`config.mk`:
```
export PLATFORM = sky130hd
export DESIGN_NAME = plst_top
export DESIGN_NICKNAME = d
export VERILOG_FILES = /design/src/plst_pkg.sv /design/src/plst_top.sv
export SDC_FILE = /design/constraint.sdc
export NUM_CORES = 1
export LEC_CHECK = 0
export BUFFER_PORTS_ARGS = -buffer_cell sky130_fd_sc_hd__buf_2
export CORE_UTILIZATION = 49
export CTS_CLUSTER_DIAMETER = 80
export DETAILED_ROUTE_END_ITERATION = 10
export PLACE_DENSITY_LB_ADDON = 0.3
export SLEW_MARGIN = 20
export SYNTH_ARGS = -nofsm -noshare
export SYNTH_HDL_FRONTEND = slang
export SYNTH_SLANG_ARGS = --single-unit
```
`constraint.sdc`:
```
create_clock -name clk -period 5.35 [get_ports clk]
set_clock_uncertainty 0.1 [all_clocks]
set_input_delay 1.3375 -clock clk [delete_from_list [all_inputs] [get_ports clk]]
set_output_delay 1.3375 -clock clk [all_outputs]
set_load 0.05 [all_outputs]
```
`src/plst_pkg.sv`:
```
// Purpose: shared constants for the pll status and loop tuning block
// Assumes: single 20 MHz clock domain
// Notes:   field positions of the loop tuning bits and mode codes
package plst_pkg;
   // ==========================================================
   // mode codes
   typedef enum logic [1:0] {
      PLST_MODE_LOW_BW  = 2'h0,
      PLST_MODE_SYNTH   = 2'h1,
      PLST_MODE_HIGH_BW = 2'h2,
      PLST_MODE_HIGH_B2 = 2'h3
   } plst_mode_t;

   // ==========================================================
   // tuning field layout
   localparam int          TUNE_W          = 7;
   localparam logic [6:0]  TUNE_RESET      = 7'h00;
   localparam int          LF_HI           = 6;
   localparam int          LF_LO           = 5;
   localparam int          ORD_BIT         = 4;
   localparam int          MODULATOR_ENABLE_BIT_BIT      = 3;
   localparam int          GAIN_HI         = 6;
   localparam int          GAIN_LO         = 3;
   localparam int          CP_HI           = 2;
   localparam int          CP_LO           = 1;
   localparam int          REDUCE_BIT      = 0;
   localparam logic [1:0]  FORCED_CODE     = 2'h0;
   localparam logic [1:0]  CP_RESERVED     = 2'h3;

   // ==========================================================
   // pump currents in microamps
   localparam logic [9:0]  UPPER_UA_0      = 10'h0AD;  // 173
   localparam logic [9:0]  UPPER_UA_1      = 10'h15A;  // 346
   localparam logic [9:0]  UPPER_UA_2      = 10'h2B4;  // 692
   localparam logic [9:0]  LOWER_UA_0      = 10'h320;  // 800
   localparam logic [9:0]  LOWER_UA_1      = 10'h190;  // 400
   localparam logic [9:0]  LOWER_UA_2      = 10'h0C8;  // 200
   localparam logic [9:0]  LOWER_UA_3      = 10'h064;  // 100

   // ==========================================================
   // status word bit positions
   localparam int          ST_IN0          = 0;
   localparam int          ST_IN1          = 1;
   localparam int          ST_XTAL         = 2;
   localparam int          ST_LOCK         = 3;
   localparam int          ST_FREEZE       = 4;
   localparam int          ST_ACTIVE       = 5;
   localparam int          ST_W            = 6;
endpackage

```
`src/plst_top.sv`:
```
// Purpose: status flags with pin mirrors and mode-dependent loop tuning decode
// Assumes: condition inputs synchronous to clk; tuning field written through wr_en
// Notes:   status word is read only; writes only reach the tuning field
`timescale 1ns/1ps

// Behaviour
// RL1 - input 0 fail flag is 1 while bad, self clears, mirrored on pin
// RL2 - input 1 fail flag is 1 while bad, self clears, mirrored on pin
// RL3 - crystal fail flag is 1 while bad, self clears, mirrored on pin
// RL4 - lock flag is 1 while locked, mirrored on lock pin
// RL5 - freeze flag set when detector input bad, oscillator held, pin mirror
// RL6 - active input shown in status bit and pin, follows fail-over
// RL7 - synth and high-bw modes split field into filter, order, enable, pump, reduce
// RL8 - low-bw mode splits field into gain, lower pump, reduce
// RL9 - low-bw mode forces upper filter code to 00
// RL10 - order bit 0 gives second order, 1 gives third order
// RL11 - enable bit 0 integer feedback, 1 fractional through modulator
// RL12 - upper pump 173/346/692 uA, 11 reserved, 00 forced in low-bw
// RL13 - reduce bit lowers upper pump current by one third
// RL14 - lower pump 800/400/200/100 uA, used only in low-bw
// RL15 - software picks pump 10, no reduce, filter 11 for 4 MHz
// RL16 - mode code 00 low-bw, 01 synth, 10 or 11 high-bw
// RL17 - status flags read only and follow conditions within few cycles
module plst_top (
   input  wire logic        clk,
   input  wire logic        rstn,
   input  wire logic [1:0]  mode_sel,
   input  wire logic        wr_en,
   input  wire logic [6:0]  wr_data,
   input  wire logic        in0_bad,
   input  wire logic        in1_bad,
   input  wire logic        xtal_bad,
   input  wire logic        locked,
   input  wire logic        detector_bad,
   input  wire logic        active_input,
   output logic [6:0]       loop_tuning_bits,
   output logic [5:0]       status_word,
   output logic             input0_fail_flag,
   output logic             input1_fail_flag,
   output logic             crystal_fail_flag,
   output logic             pll_lock_flag,
   output logic             freeze_state_flag,
   output logic             active_input_flag,
   output logic             oscillator_hold,
   output logic [1:0]       upper_loop_filter_sel,
   output logic             modulator_order_bit,
   output logic             modulator_enable_bit,
   output logic [1:0]       upper_pump_current_sel,
   output logic             upper_pump_reduce_bit,
   output logic [3:0]       converter_gain,
   output logic [1:0]       lower_pump_current_sel,
   output logic [9:0]       upper_pump_ua,
   output logic [9:0]       lower_pump_ua,
   output logic             third_order,
   output logic             fractional_feedback,
   output logic             lower_loop_on,
   output logic             upper_cp_reserved
);

   // ==========================================================
   // status capture
   logic [5:0] next_status;
   logic [6:0] next_tune;

   // each flag just follows its condition; no write path exists into status
   always_comb begin
      next_status                     = '0;
      next_status[plst_pkg::ST_IN0]    = in0_bad;       // RL1
      next_status[plst_pkg::ST_IN1]    = in1_bad;       // RL2
      next_status[plst_pkg::ST_XTAL]   = xtal_bad;      // RL3
      next_status[plst_pkg::ST_LOCK]   = locked;        // RL4
      next_status[plst_pkg::ST_FREEZE] = detector_bad;  // RL5
      next_status[plst_pkg::ST_ACTIVE] = active_input;  // RL6
   end

   // tuning field holds until written
   always_comb begin
      next_tune = wr_en ? wr_data : loop_tuning_bits;
   end

   always_ff @(posedge clk) begin
      if (!rstn) begin
         status_word       <= '0;
         loop_tuning_bits  <= plst_pkg::TUNE_RESET;
      end else begin
         status_word       <= next_status;  // RL17
         loop_tuning_bits  <= next_tune;
      end
   end

   // pins are registered from next_status beside the status bits, one cycle behind the conditions
   always_ff @(posedge clk) begin
      if (!rstn) begin
         input0_fail_flag  <= 1'b0;
         input1_fail_flag  <= 1'b0;
         crystal_fail_flag <= 1'b0;
         pll_lock_flag     <= 1'b0;
         freeze_state_flag <= 1'b0;
         active_input_flag <= 1'b0;
         oscillator_hold   <= 1'b0;
      end else begin
         input0_fail_flag  <= next_status[plst_pkg::ST_IN0];     // RL1
         input1_fail_flag  <= next_status[plst_pkg::ST_IN1];     // RL2
         crystal_fail_flag <= next_status[plst_pkg::ST_XTAL];    // RL3
         pll_lock_flag     <= next_status[plst_pkg::ST_LOCK];    // RL4
         freeze_state_flag <= next_status[plst_pkg::ST_FREEZE];  // RL5
         active_input_flag <= next_status[plst_pkg::ST_ACTIVE];  // RL6
         oscillator_hold   <= next_status[plst_pkg::ST_FREEZE];  // RL5
      end
   end

   // ==========================================================
   // tuning decode
   logic       low_bw;
   logic [1:0] n_lf;
   logic       n_ord;
   logic       n_en;
   logic [1:0] n_ucp;
   logic       n_red;
   logic [3:0] n_gain;
   logic [1:0] n_lcp;
   logic [9:0] n_uua;
   logic [9:0] n_lua;

   // decode from next_tune so the decoded view never lags the field
   always_comb begin
      low_bw = (mode_sel == plst_pkg::PLST_MODE_LOW_BW);  // RL16
      n_red  = next_tune[plst_pkg::REDUCE_BIT];
      n_gain = '0;
      n_lcp  = '0;
      n_ord  = 1'b0;
      n_en   = 1'b0;
      if (low_bw) begin
         n_lf   = plst_pkg::FORCED_CODE;                          // RL9
         n_ucp  = plst_pkg::FORCED_CODE;                          // RL12
         n_gain = next_tune[plst_pkg::GAIN_HI:plst_pkg::GAIN_LO]; // RL8
         n_lcp  = next_tune[plst_pkg::CP_HI:plst_pkg::CP_LO];     // RL8
      end else begin
         n_lf   = next_tune[plst_pkg::LF_HI:plst_pkg::LF_LO];     // RL7
         n_ord  = next_tune[plst_pkg::ORD_BIT];                   // RL7
         n_en   = next_tune[plst_pkg::MODULATOR_ENABLE_BIT_BIT];                // RL7
         n_ucp  = next_tune[plst_pkg::CP_HI:plst_pkg::CP_LO];     // RL7
      end
      // base currents; reserved code shows zero
      unique case (n_ucp)
         2'h0:    n_uua = plst_pkg::UPPER_UA_0;  // RL12
         2'h1:    n_uua = plst_pkg::UPPER_UA_1;
         2'h2:    n_uua = plst_pkg::UPPER_UA_2;
         default: n_uua = '0;
      endcase
      // two thirds, integer result truncates
      if (n_red) begin
         n_uua = 10'((n_uua * 11'h002) / 11'h003);  // RL13
      end
      unique case (n_lcp)
         2'h0:    n_lua = plst_pkg::LOWER_UA_0;  // RL14
         2'h1:    n_lua = plst_pkg::LOWER_UA_1;
         2'h2:    n_lua = plst_pkg::LOWER_UA_2;
         default: n_lua = plst_pkg::LOWER_UA_3;
      endcase
      if (!low_bw) begin
         n_lua = '0;  // RL14
      end
   end

   always_ff @(posedge clk) begin
      if (!rstn) begin
         upper_loop_filter_sel  <= '0;
         modulator_order_bit    <= 1'b0;
         modulator_enable_bit   <= 1'b0;
         upper_pump_current_sel <= '0;
         upper_pump_reduce_bit  <= 1'b0;
         converter_gain         <= '0;
         lower_pump_current_sel <= '0;
         upper_pump_ua          <= '0;
         lower_pump_ua          <= '0;
         third_order            <= 1'b0;
         fractional_feedback    <= 1'b0;
         lower_loop_on          <= 1'b0;
         upper_cp_reserved      <= 1'b0;
      end else begin
         upper_loop_filter_sel  <= n_lf;
         modulator_order_bit    <= n_ord;
         modulator_enable_bit   <= n_en;
         upper_pump_current_sel <= n_ucp;
         upper_pump_reduce_bit  <= n_red;
         converter_gain         <= n_gain;
         lower_pump_current_sel <= n_lcp;
         upper_pump_ua          <= n_uua;
         lower_pump_ua          <= n_lua;
         third_order            <= n_ord;   // RL10
         fractional_feedback    <= n_en;    // RL11
         lower_loop_on          <= low_bw;  // RL14
         upper_cp_reserved      <= (n_ucp == plst_pkg::CP_RESERVED);
      end
   end

   // ==========================================================
   // checks
   // pin and status bit are both held against the condition, not against each other
   a_in0_mirror: assert property (@(posedge clk) disable iff (!rstn)  // RL1
      ##1 input0_fail_flag == $past(in0_bad) && status_word[plst_pkg::ST_IN0] == $past(in0_bad))
      else $error("input0 pin or status differs from condition");
   a_in1_follow: assert property (@(posedge clk) disable iff (!rstn)  // RL2
      in1_bad |=> input1_fail_flag) else $error("input1 flag not set");
   a_xtal_clear: assert property (@(posedge clk) disable iff (!rstn)  // RL3
      !xtal_bad |=> !crystal_fail_flag) else $error("crystal flag not cleared");
   a_lock_track: assert property (@(posedge clk) disable iff (!rstn)  // RL4
      $rose(locked) |=> pll_lock_flag) else $error("lock flag late");
   a_freeze_hold: assert property (@(posedge clk) disable iff (!rstn)  // RL5
      detector_bad |=> freeze_state_flag && oscillator_hold) else $error("freeze not held");
   a_active_follow: assert property (@(posedge clk) disable iff (!rstn)  // RL6
      ##1 active_input_flag == $past(active_input)) else $error("active input wrong");
   a_low_force: assert property (@(posedge clk) disable iff (!rstn)  // RL9
      mode_sel == 2'h0 |=> upper_loop_filter_sel == 2'h0 && upper_pump_current_sel == 2'h0)
      else $error("low-bw upper codes not forced");
   a_synth_map: assert property (@(posedge clk) disable iff (!rstn)  // RL7
      mode_sel == 2'h1 |=> upper_loop_filter_sel == loop_tuning_bits[6:5]
         && modulator_order_bit == loop_tuning_bits[4]) else $error("synth decode wrong");
   a_low_gain: assert property (@(posedge clk) disable iff (!rstn)  // RL8
      mode_sel == 2'h0 |=> converter_gain == loop_tuning_bits[6:3]) else $error("gain decode wrong");
   a_lower_ua: assert property (@(posedge clk) disable iff (!rstn)  // RL14
      mode_sel == 2'h0 && wr_en && wr_data[2:1] == 2'h3 |=> lower_pump_ua == 10'h064)
      else $error("lower pump current wrong");
   a_reduce_ua: assert property (@(posedge clk) disable iff (!rstn)  // RL13
      mode_sel == 2'h0 && wr_en && wr_data[0] |=> upper_pump_ua == 10'h073)
      else $error("reduced current wrong");
endmodule

```
* Word level (Yosys, flattened, before mapping) *
Cells that the tools add are included.

word-level totals
  output and inout bits = 57
  register bits after elaboration = 54
  word-level logic and storage cells = 37

cells by class
  reduce and logical (&&, ||, !) cells = 5
  bitwise logic cells = 1
  multiplexer cells = 6
  divide/modulo/power cells = 1
  eq/ne operators = 5

operator list
  cell                                                 number
  one-hot mux 10 bit (3 select lines)                  2
  divider 11 x 2 -> 11 bit, second input constant      1
  two-way mux 10 bit                                   1
  two-way mux 7 bit                                    1
  equality test 2 bit, second input constant           3
  logical NOT 2 bit                                    3
  equality test 2 x 1 -> 1 bit, second input constant  2
  two-way mux 2 bit                                    2
  AND reduction 2 bit                                  1
  OR reduction 2 bit                                   1
  NOT 1 bit                                            1

* Depth between registers and ports, before layout *
Gate-level depths: netlist of the first run.

  word-level depth = 6
  depth in mapped cells = 7
  gate-level depth less buffers = 6

* Worst setup path before layout of the first run *
No wires, ideal clock.

  path type = input to register
  start = input port wr_en
  end = register lower_pump_ua[2]
  data required time = 5,135 ps
  buffers on the path = 1
  slack = 2,723 ps
  library setup time = 115 ps
  stages on the path = 6
  arrival time = 2,411 ps
  path through = buf_6 -> mux2i_2 -> nand2b_1 -> inv_1 -> ha_1 -> and3_1

on the way
  word-level cells in the longest chain between the ends = 4

ends and longest elaborated chain
  what                                               line             text
  start: declaration                                 plst_top.sv:28   input wire logic wr_en,
  two-way mux 7 bit (*)                              plst_top.sv:78   next_tune = wr_en ? wr_data : loop_tuning_bits;
  two-way mux 2 bit (*)                              plst_top.sv:133  if (low_bw) begin
  named net n_lcp[1]                                 plst_top.sv:121  logic [1:0] n_lcp;
  equality test 2 bit, or another cell as far along  plst_top.sv:155  unique case (n_lcp)
  one-hot mux 10 bit (3 select lines) (*)            plst_top.sv:155
  end signal: assignment                             plst_top.sv:190  lower_pump_ua <= n_lua;
  end: declaration                                   plst_top.sv:53   output logic [9:0] lower_pump_ua,

The timed path passes the listed nets; every way through them passes the cells marked *.
A chain may end at the register's enable or synchronous reset.

* Worst setup path in the final report of the first run *
  start = input port wr_en
  end = register upper_pump_ua[7]

on the way
  word-level cells in the longest chain between the ends = 6

ends and longest elaborated chain
  what                                               line             text
  two-way mux 7 bit (*)                              plst_top.sv:78
  two-way mux 2 bit (*)                              plst_top.sv:133
  named net n_ucp[1]                                 plst_top.sv:118  logic [1:0] n_ucp;
  equality test 2 bit, or another cell as far along  plst_top.sv:145  unique case (n_ucp)
  one-hot mux 10 bit (3 select lines) (*)            plst_top.sv:145
  divider 11 x 2 -> 11 bit                           plst_top.sv:153  n_uua = 10'((n_uua * 11'h002) / 11'h003);
  two-way mux 10 bit (*)                             plst_top.sv:152  if (n_red) begin
  end signal: assignment                             plst_top.sv:189  upper_pump_ua <= n_uua;
  end: declaration                                   plst_top.sv:52   output logic [9:0] upper_pump_ua,

Marked as above.

==> results_dict.tcl, run 1 <==
set metrics [dict create \
    critical_path.slowest_cell "sky130_fd_sc_hd__mux2i_2" \
    synth_compound_area_frac 0.0521 \
    detailedRoute.firstPassIterationCount 4 \
    clock_tree.htree_level_count 2 \
    worst_ep_arrival_time_ps 2740 \
    worst_skew_pair.late_latency_ps 340 \
    synth-edff-count 0 \
    cts_setup_buffers 0 \
    synthSimpleGateAreaFrac 0.163 \
    gr-usage-all-layers 0.172 \
    boundaryPins 75 \
    synth_adder_area_share 0.0690 \
    post_synth.cell_area_avg_um2 10.5 \
    cts.path.max_buffers 2 \
    initial_util 0.526 \
    combinational_family_with_the_most_area_after_synthesis "simple AND/OR/NAND/NOR gates" \
    drv.max_cap_violation_count 0 \
    max_stage_delay_ps 470 \
    wirelength_um 2810 \
    floorplan.die.width_um 59.7 \
    maxSlewViolCount 0 \
    drt_first_iter_violations 28 \
    grt_start_max_net_pins 30 \
    wl_met3_um 146 \
    dieHeight_um 59.7 \
    worst-path-max-fanout 8 \
    cts_made_buffers 5 \
    hold_viol 0 \
    synthMostInstantiatedCell "sky130_fd_sc_hd__dfxtp_1" \
    synth-main-ff-cell "sky130_fd_sc_hd__dfxtp_1" \
    grt-ovfl-total 0 \
    grt_antenna_before_repair 0 \
    wl_met2_um 1350 \
    full_die_area_mm2 0.00356 \
    layout_setup_ws_ps 2740 \
    dp_hpwl_um 2030 \
    yosysWarningCount 0 \
    worstPathRequired_ps 5480 \
    clock_pin_slew_of_the_registers_on_the_worst_case_setup_and_hold_paths_ps 110 \
    postSynthCellCount 155 \
    first_pass_grt_wire_length_um 4430 \
    areaGrowthSynthToFinish_pct 20.8 \
    route.antenna.remaining_nets 0 \
    ys_seq_elements 44 \
    first_global_vias 1010 \
    finalSetupTns_ps 0 \
    rsz0062_at_grt "no" \
    synth_seq_area_share 0.540 \
    post-route-cell-area_mm2 0.00197 \
    synthDistinctLibCells 30 \
    topRoutingLayerUsed "met4" \
    cts_hold_repair.buffers 0 \
    p_per_area_mw_per_mm2 326 \
    category_of_the_worst_setup_path_capture_point "register" \
    setup_viol 0 \
    detail_route.wirelength.met1_um 1270 \
    row_count 20 \
    n_antenna_cell 0 \
    cell_type_contributing_the_most_total_cell_area_after_synthesis "sky130_fd_sc_hd__dfxtp_1" \
    startpoint_type "primary input" \
    outcome "finished, final reports clean" \
    synth_xor_area_frac 0 \
    hold_class "reg -> reg" \
    yosysTopAreaCellShare 0.540 \
    layout_min_cycle_time_ps 2610 \
    num-nets-final 244 \
    detail_route.drc_violations 0 \
    max_freq_ghz 0.383 \
    layout-drive-gt1-share 0.424 \
    netlist_top_cells_count "sky130_fd_sc_hd__dfxtp_1, sky130_fd_sc_hd__nor2_1, sky130_fd_sc_hd__buf_4" \
    finalWeightedCongestion 0.725 \
    fin_crit_sh 0.488 \
    cts_tree "yes" \
    ffs_w_async_s_r_synth 0 \
    postPlaceCellArea_mm2 0.00192 \
    cp_cell_sequence "buf_2 > mux2i_2 > nor2_2 > inv_1 > ha_1 > o21ai_1 > a21oi_1" \
    cts_root_buffer "sky130_fd_sc_hd__clkbuf_4" \
    vias_per_cell 4.52 \
    cts.sink_count 44 \
    pre_cts_ws_ps 2390 \
    setup.worst_path.class "in -> reg" \
    leakage_uw 0.00108 \
    yosys-mux-area-fraction 0.0729 \
    cts.repair.resized 0 \
    coreArea_mm2 0.00310 \
    dr_total_vias 1180 \
    max-vdd-ir-drop_mv 0.152 \
    numPortBuffers 72 \
    synthesis.area_mm2 0.00163 \
    synth_area_leaders "sky130_fd_sc_hd__dfxtp_1, sky130_fd_sc_hd__ha_1, sky130_fd_sc_hd__buf_4" \
    wire_per_inst_um 10.8 \
]
metal layers:
| layer | GRT usage | vias up |
|---|---|---|
| met5 | 0 | - |
| met4 | 0.0764 | 0 |
| met3 | 0.0671 | 6 |
| met2 | 0.283 | 37 |
| met1 | 0.198 | 544 |
| li1 | - | 593 |
flip-flops by register name, summed over array words and instances (netlist names):
register	cells
lower_pump_current_sel	2
third_order	1
lower_loop_on	1
loop_tuning_bits	7
upper_cp_reserved	1
lower_pump_ua	8
upper_pump_ua	9
fractional_feedback	1
upper_pump_current_sel	2
upper_loop_filter_sel	2
status_word	6
converter_gain	4
worst max-delay path: cells and delay by family:
family                   cells  cell delay [ps]
adder cells (fa/ha/maj)      1              240
multiplexers                 1              470
AO/OA/AOI/OAI                2              190
buffers and inverters        2              360
AND/OR/NAND/NOR              1              140
metrics by stage:
step                cells  utilization  hold WS (ps)  total power, uW
floorplan             156            -           798              484
global route          261        0.635           576              674
global placement      254        0.620           493              508
CTS                   261        0.635           533              650
detailed placement    254        0.620           503              510
finish                261        0.635           526              643
power by group:
group	internal (uW)	switching [uW]	total, uW	leakage (uW)
combinational	37.2	115	152	0.000686
clock	48.5	92.2	141	0.0000281
sequential	344	5.55	350	0.000362
total	430	213	643	0.00108
final timing paths:
kind,from,depth (start not counted),to,slack [ps]
worst min-delay path,loop_tuning_bits[6]$_SDFF_PN0_,3,loop_tuning_bits[6]$_SDFF_PN0_,530
worst max-delay path,wr_en,7,upper_pump_ua[7]$_SDFF_PN0_,2740
worst max register to register,loop_tuning_bits[2]$_SDFF_PN0_,6,upper_pump_ua[7]$_SDFF_PN0_,3770
worst min register to register,loop_tuning_bits[6]$_SDFF_PN0_,3,loop_tuning_bits[6]$_SDFF_PN0_,530
layout make-up:
class                      instances  area (um^2)
timing repair buffer              72          360
inverter                          10         37.5
multi-input combinational         84          591
tap                               44         55.1
fill                             296         1130
clock inverter                     1         5.00
clock buffer                       6         41.3
sequential                        44          881
cell families after synthesis:
family	count (synthesis)
AO/OA/AOI/OAI	13
adder cells (fa/ha/maj)	9
buffers and inverters	28
flip-flops	44
multiplexers	8
other	1
AND/OR/NAND/NOR	52
cells in the final DEF (no fill, tap or decap), drive strengths merged:
cell and n:
nor2b 2, nand3 1, mux2i 3, nor2 21, clkinv 1, o31ai 1, ha 9, mux2 5
nand2 10, and2 10, buf 72, clkbuf 6, or2 1, nand2b 3, and3 4, o21ai 4
dfxtp 44, a21oi 4, inv 10, a21boi 3, o311a 1, conb 2
(Power assumes the default switching activity.)
==> run 2, diff against run 1 <==
ABC_AREA = 1   (was unset)
CORE_UTILIZATION = 41   (was 49)
clock period = 2.4 ns   (was 5.35 ns; I/O delays follow)
==> results_dict.tcl, run 2 <==
set metrics [dict create \
    max_freq_ghz 0.569 \
    reg2reg_slack_ps 1120 \
    critical_path.slowest_cell "sky130_fd_sc_hd__dfxtp_1" \
    cts_root_buffer "sky130_fd_sc_hd__clkbuf_8" \
    max-vdd-ir-drop_mv 0.414 \
    first_global_vias 1063 \
    hold_end "status_word[2]$_SDFF_PN0_" \
    grt-ovfl-total 0 \
    areaGrowthSynthToFinish_pct 22.6 \
    wirelength_um 2830 \
    reg2reg_to "upper_pump_ua[4]$_SDFF_PN0_" \
    cts_hold_repair.buffers 0 \
    boundaryPins 75 \
    yosys-mux-area-fraction 0.0240 \
    p_per_area_mw_per_mm2 756 \
    postSynthCellCount 175 \
    detailedRoute.firstPassIterationCount 4 \
    vias_per_cell 4.11 \
    yosysWarningCount 0 \
    cts_made_buffers 5 \
    detail_route.drc_violations 0 \
    holdCritStartpoint "xtal_bad" \
    dr_total_vias 1180 \
    post_synth.cell_area_avg_um2 9.55 \
    first_pass_grt_wire_length_um 4620 \
    filler_cell_count 379 \
    gr-usage-all-layers 0.144 \
    coreArea_mm2 0.00377 \
    dp_hpwl_um 2220 \
    floorplan.die.width_um 65.9 \
    wire_per_inst_um 9.87 \
    rsz0062_at_grt "no" \
    finalSetupTns_ps 0 \
    synthDistinctLibCells 20 \
    ffs_w_async_s_r_synth 0 \
    synth-main-ff-cell "sky130_fd_sc_hd__dfxtp_1" \
    synthSimpleGateAreaFrac 0.233 \
    critPathTopFamily "flip-flops" \
    synth_adder_area_share 0.0674 \
    pre_cts_ws_ps 497 \
    grt_antenna_before_repair 0 \
    worst_ep_arrival_time_ps 1060 \
    layout_min_cycle_time_ps 1760 \
    hold_viol 0 \
    setup.worst_path.class "reg -> out" \
    num-nets-final 266 \
    largestRegisters "upper_pump_ua: 9 flops, lower_pump_ua: 8 flops, loop_tuning_bits: 7 flops" \
    r2r_cells 6 \
    synthesis.area_mm2 0.00167 \
    hold_class "in -> reg" \
    netlist_top_cells_count "sky130_fd_sc_hd__dfxtp_1, sky130_fd_sc_hd__nand2_1, sky130_fd_sc_hd__nor2_1" \
    yosysTopAreaCellShare 0.527 \
    cell_type_contributing_the_most_total_cell_area_after_synthesis "sky130_fd_sc_hd__dfxtp_1" \
    synth_xor_area_frac 0 \
    cts_tree "yes" \
    worstPathRequired_ps 1700 \
    drv.max_cap_violation_count 0 \
    layout.cells.most_common "sky130_fd_sc_hd__buf_2" \
    top_library_cells_by_usage_in_the_layout_fill_and_taps_aside "sky130_fd_sc_hd__buf_2, sky130_fd_sc_hd__dfxtp_1, sky130_fd_sc_hd__nand2_1" \
    leakage_uw 0.00122 \
    layout-drive-gt1-share 0.418 \
    initial_util 0.443 \
    cts.repair.resized 0 \
    cts_setup_buffers 0 \
    cts.path.max_buffers 2 \
    finalWeightedCongestion 0.714 \
    clock_tree.htree_level_count 2 \
    grt_start_max_net_pins 16 \
    clock_pin_slew_of_the_registers_on_the_worst_case_setup_and_hold_paths_ps 80 \
    cts.sink_count 44 \
    drt_first_iter_violations 43 \
    combinational_family_with_the_most_area_after_synthesis "simple AND/OR/NAND/NOR gates" \
    worst-path-max-fanout 3 \
    layout_setup_ws_ps 643 \
    n_antenna_cell 0 \
    synth_area_leaders "sky130_fd_sc_hd__dfxtp_1, sky130_fd_sc_hd__ha_1, sky130_fd_sc_hd__nand2_1" \
    row_count 22 \
    dieHeight_um 65.9 \
    full_die_area_mm2 0.00434 \
    synth_compound_area_frac 0.00599 \
    ys_seq_elements 44 \
    fin_crit_sh 0.732 \
    numPortBuffers 72 \
    route.antenna.remaining_nets 0 \
    outcome "finished, final reports clean" \
    critPathBufInv 1 \
    setup_viol 0 \
    synthMostInstantiatedCell "sky130_fd_sc_hd__dfxtp_1" \
    r2r_start "loop_tuning_bits[1]$_SDFF_PN0_" \
    cp_cell_sequence "buf_2" \
    category_of_the_worst_setup_path_capture_point "output pin" \
    synth-edff-count 0 \
    holdPathStages 3 \
    max_ffs_per_register 9 \
    startpoint_type "register" \
    synth_seq_area_share 0.527 \
    regMostFlops "upper_pump_ua" \
    maxSlewViolCount 0 \
    worst_skew_pair.late_latency_ps 290 \
    max_stage_delay_ps 450 \
]
-- run 2: changes by cell type in the layout (fill, tap and decap cells not counted), moves of 4 or more --
cell / delta
sky130_fd_sc_hd__nand2_1: +20
sky130_fd_sc_hd__inv_1: +13
sky130_fd_sc_hd__and2_1: -10
sky130_fd_sc_hd__nand2_2: +9
sky130_fd_sc_hd__nor2_1: +6
sky130_fd_sc_hd__clkbuf_4: -5
sky130_fd_sc_hd__clkbuf_8: +5
sky130_fd_sc_hd__and3_1: -4
sky130_fd_sc_hd__mux2_2: -4
sky130_fd_sc_hd__mux2i_1: +4
sky130_fd_sc_hd__nand2_4: +4
-- run 2: per-layer routing --
metal | global-route usage | vias up | wire (um)
met1 | 0.183 | 511 | 1310
met3 | 0.0534 | 4 | 195
met5 | 0 | - | 0
met4 | 0.0571 | 0 | 35
met2 | 0.218 | 45 | 1290
li1 | - | 620 | -
-- run 2: metrics by stage --
stage	total power, uW	cell area, um^2	hold WS [ps]	util	instances
2_1_floorplan	1080	1680	598	-	176
3_3_place_gp	1140	1970	442	0.522	280
3_5_place_dp	1140	1970	441	0.522	280
4_1_cts	1560	2050	383	0.543	287
5_1_grt	1630	2050	384	0.543	287
6_report	1550	2050	390	0.543	287
-- run 2: logic make-up (layout without fill, tap and decap cells) --
| group | after synthesis | count (layout) |
|---|---|---|
| compound gates | 2 | 2 |
| fa+ha+maj | 9 | 9 |
| buf+inv | 42 | 105 |
| flops | 44 | 44 |
| mux | 4 | 4 |
| other cells | 1 | 2 |
| simple gates | 73 | 73 |
-- run 2: worst max-delay path by stage --
stage / endpoint / cells after the start / slack [ps] / from
floorplan: loop_tuning_bits[0] / 1 / 660 / loop_tuning_bits[0]$_SDFF_PN0_
global placement: upper_pump_ua[3]$_SDFF_PN0_ / 9 / 560 / wr_en
detailed placement: upper_pump_ua[9]$_SDFF_PN0_ / 9 / 500 / wr_en
CTS: upper_pump_reduce_bit / 1 / 630 / loop_tuning_bits[0]$_SDFF_PN0_
global route: loop_tuning_bits[0] / 1 / 590 / loop_tuning_bits[0]$_SDFF_PN0_
finish: upper_pump_reduce_bit / 1 / 640 / loop_tuning_bits[0]$_SDFF_PN0_
-- run 2: power by group --
part | switching, uW | internal [uW]
logic | 264 | 74.1
clock network | 236 | 197
registers | 13.2 | 767
total | 513 | 1040
-- run 2: layout make-up --
cell class / count / area (um^2) / area share
sequential: 44 / 881 / 0.430
multi-input combinational: 90 / 559 / 0.273
clock buffer: 5 / 68.8 / 0.0336
clock inverter: 2 / 12.5 / 0.00610
timing repair buffer: 72 / 360 / 0.176
inverter: 26 / 108 / 0.0525
tap: 48 / 60.1 / 0.0293
==> run 3, diff against run 2 <==
ABC_AREA = 0   (was 1)
clock period = 1.45 ns   (was 2.4 ns; I/O delays follow)
==> results_dict.tcl, run 3 (synthesis results as in run 1) <==
set metrics [dict create \
    max_freq_ghz 0.734 \
    critPathBufInv 1 \
    max_ffs_per_register 9 \
    num-nets-final 255 \
    numPortBuffers 72 \
    regMostFlops "upper_pump_ua" \
    layout_min_cycle_time_ps 1360 \
    grt_start_max_net_pins 24 \
    finish.cell_count_without_fillers 276 \
    detail_route.drc_violations 0 \
    cts.path.max_buffers 2 \
    max_stage_delay_ps 350 \
    setup_viol 0 \
    fin_crit_sh 0.940 \
    hold_viol 0 \
    coreArea_mm2 0.00374 \
    n_antenna_cell 0 \
    clock_pin_slew_of_the_registers_on_the_worst_case_setup_and_hold_paths_ps 70 \
    dr_total_vias 1203 \
    max-vdd-ir-drop_mv 0.731 \
    wl_met2_um 1390 \
    floorplan.die.width_um 65.1 \
    cts_setup_buffers 0 \
    full_die_area_mm2 0.00424 \
    cts_made_buffers 5 \
    dpl.cell_count 269 \
    areaGrowthSynthToFinish_pct 35.0 \
    startpoint_type "register" \
    rsz0062_at_grt "no" \
    worst_skew_pair.late_latency_ps 280 \
    worst_ep_arrival_time_ps 900 \
    dp_hpwl_um 2270 \
    finalWeightedCongestion 0.792 \
    critPathTopFamily "flip-flops" \
    boundaryPins 75 \
    layout-drive-gt1-share 0.522 \
    filler_cell_count 344 \
    detailedRoute.firstPassIterationCount 4 \
    top_library_cells_by_usage_in_the_layout_fill_and_taps_aside "sky130_fd_sc_hd__buf_2, sky130_fd_sc_hd__dfxtp_1, sky130_fd_sc_hd__nor2_1" \
    layout.cells.most_common "sky130_fd_sc_hd__buf_2" \
    initial_util 0.436 \
    worst-path-max-fanout 2 \
    grt_antenna_before_repair 0 \
    route.antenna.remaining_nets 0 \
    p_per_area_mw_per_mm2 1220 \
    detail_route.wirelength.met1_um 1380 \
    setup.worst_path.class "reg -> out" \
    clock_tree.htree_level_count 2 \
    category_of_the_worst_setup_path_capture_point "output pin" \
    wire_per_inst_um 10.8 \
    first_global_vias 1129 \
    grt-ovfl-total 0 \
    cts_root_buffer "sky130_fd_sc_hd__clkbuf_8" \
    maxSlewViolCount 0 \
    dieHeight_um 65.1 \
    finalSetupTns_ps 0 \
    cts_tree "yes" \
    cp_cell_sequence "buf_2" \
    wirelength_um 2990 \
    cts_hold_repair.buffers 0 \
    worstPathRequired_ps 990 \
    cts.sink_count 44 \
    critical_path.slowest_cell "sky130_fd_sc_hd__dfxtp_2" \
    drv.max_cap_violation_count 0 \
    drt_first_iter_violations 56 \
    wl_met3_um 162 \
    largestRegisters "upper_pump_ua: 9 flops, lower_pump_ua: 8 flops, loop_tuning_bits: 7 flops" \
    topRoutingLayerUsed "met4" \
    first_pass_grt_wire_length_um 4860 \
    row_count 22 \
    gr-usage-all-layers 0.153 \
    leakage_uw 0.00116 \
    outcome "finished, final reports clean" \
    vias_per_cell 4.36 \
    hold_class "in -> reg" \
]
==> run 3: cell count changes in the layout (fill, tap and decap cells not counted), sizes merged, moves of 3 or more <==
cell	delta
inv	-16
o21ai	+4
and3	+4
nor2	-5
nand2b	+3
nand2	-35
mux2	+5
and2	+10
buf	+11
a21boi	+3
==> run 3: metrics by stage <==
| step | hold slack (ps) | util | power (uW) | setup WS (ps) | cell area (um^2) |
|---|---|---|---|---|---|
| 3_3_place_gp | 451 | 0.561 | 1940 | -182 | 2100 |
| 4_1_cts | 171 | 0.587 | 2730 | -31.3 | 2200 |
| 6_report | 182 | 0.589 | 2690 | 87.3 | 2200 |
| 5_1_grt | 174 | 0.589 | 2810 | 31.1 | 2200 |
| 3_5_place_dp | 454 | 0.561 | 1940 | -193 | 2100 |
| 2_1_floorplan | 390 | - | 1810 | -86.2 | 1720 |
==> run 3: per-layer routing <==
| layer | global-route usage | vias up |
|---|---|---|
| li1 | - | 614 |
| met1 | 0.175 | 540 |
| met2 | 0.259 | 42 |
| met3 | 0.0475 | 7 |
| met4 | 0.0734 | 0 |
| met5 | 0 | - |
==> run 3: where the power goes <==
part	switching, uW	leakage (uW)	internal, uW
Combinational	441	0.000748	178
Clock	359	0.0000503	424
Sequential	22.1	0.000363	1270
==> run 3: final timing paths <==
check | startpoint | end | slack, ps | cells past startpoint
setup / recovery | loop_tuning_bits[1]$_SDFF_PN0_ | loop_tuning_bits[1] | 90 | 1
hold / removal | in1_bad | status_word[1]$_SDFF_PN0_ | 180 | 2
hold reg to reg | loop_tuning_bits[1]$_SDFF_PN0_ | loop_tuning_bits[1]$_SDFF_PN0_ | 470 | 2
setup reg to reg | loop_tuning_bits[1]$_SDFF_PN0_ | lower_pump_ua[4]$_SDFF_PN0_ | 130 | 5
==> run 3: timing repair <==
item	4_1_cts	5_1_grt
setup endpoints to repair	2	2
pin swaps	0	0
resized for setup	0	5
==> run 3: cell type report <==
cell class / instances / area, um^2 / share of cell area
clock buffer: 7 / 96.3 / 0.0437
inverter: 10 / 40.0 / 0.0182
multi-input combinational: 84 / 662 / 0.300
sequential: 44 / 885 / 0.401
tap: 48 / 60.1 / 0.0273
timing repair buffer: 83 / 460 / 0.209
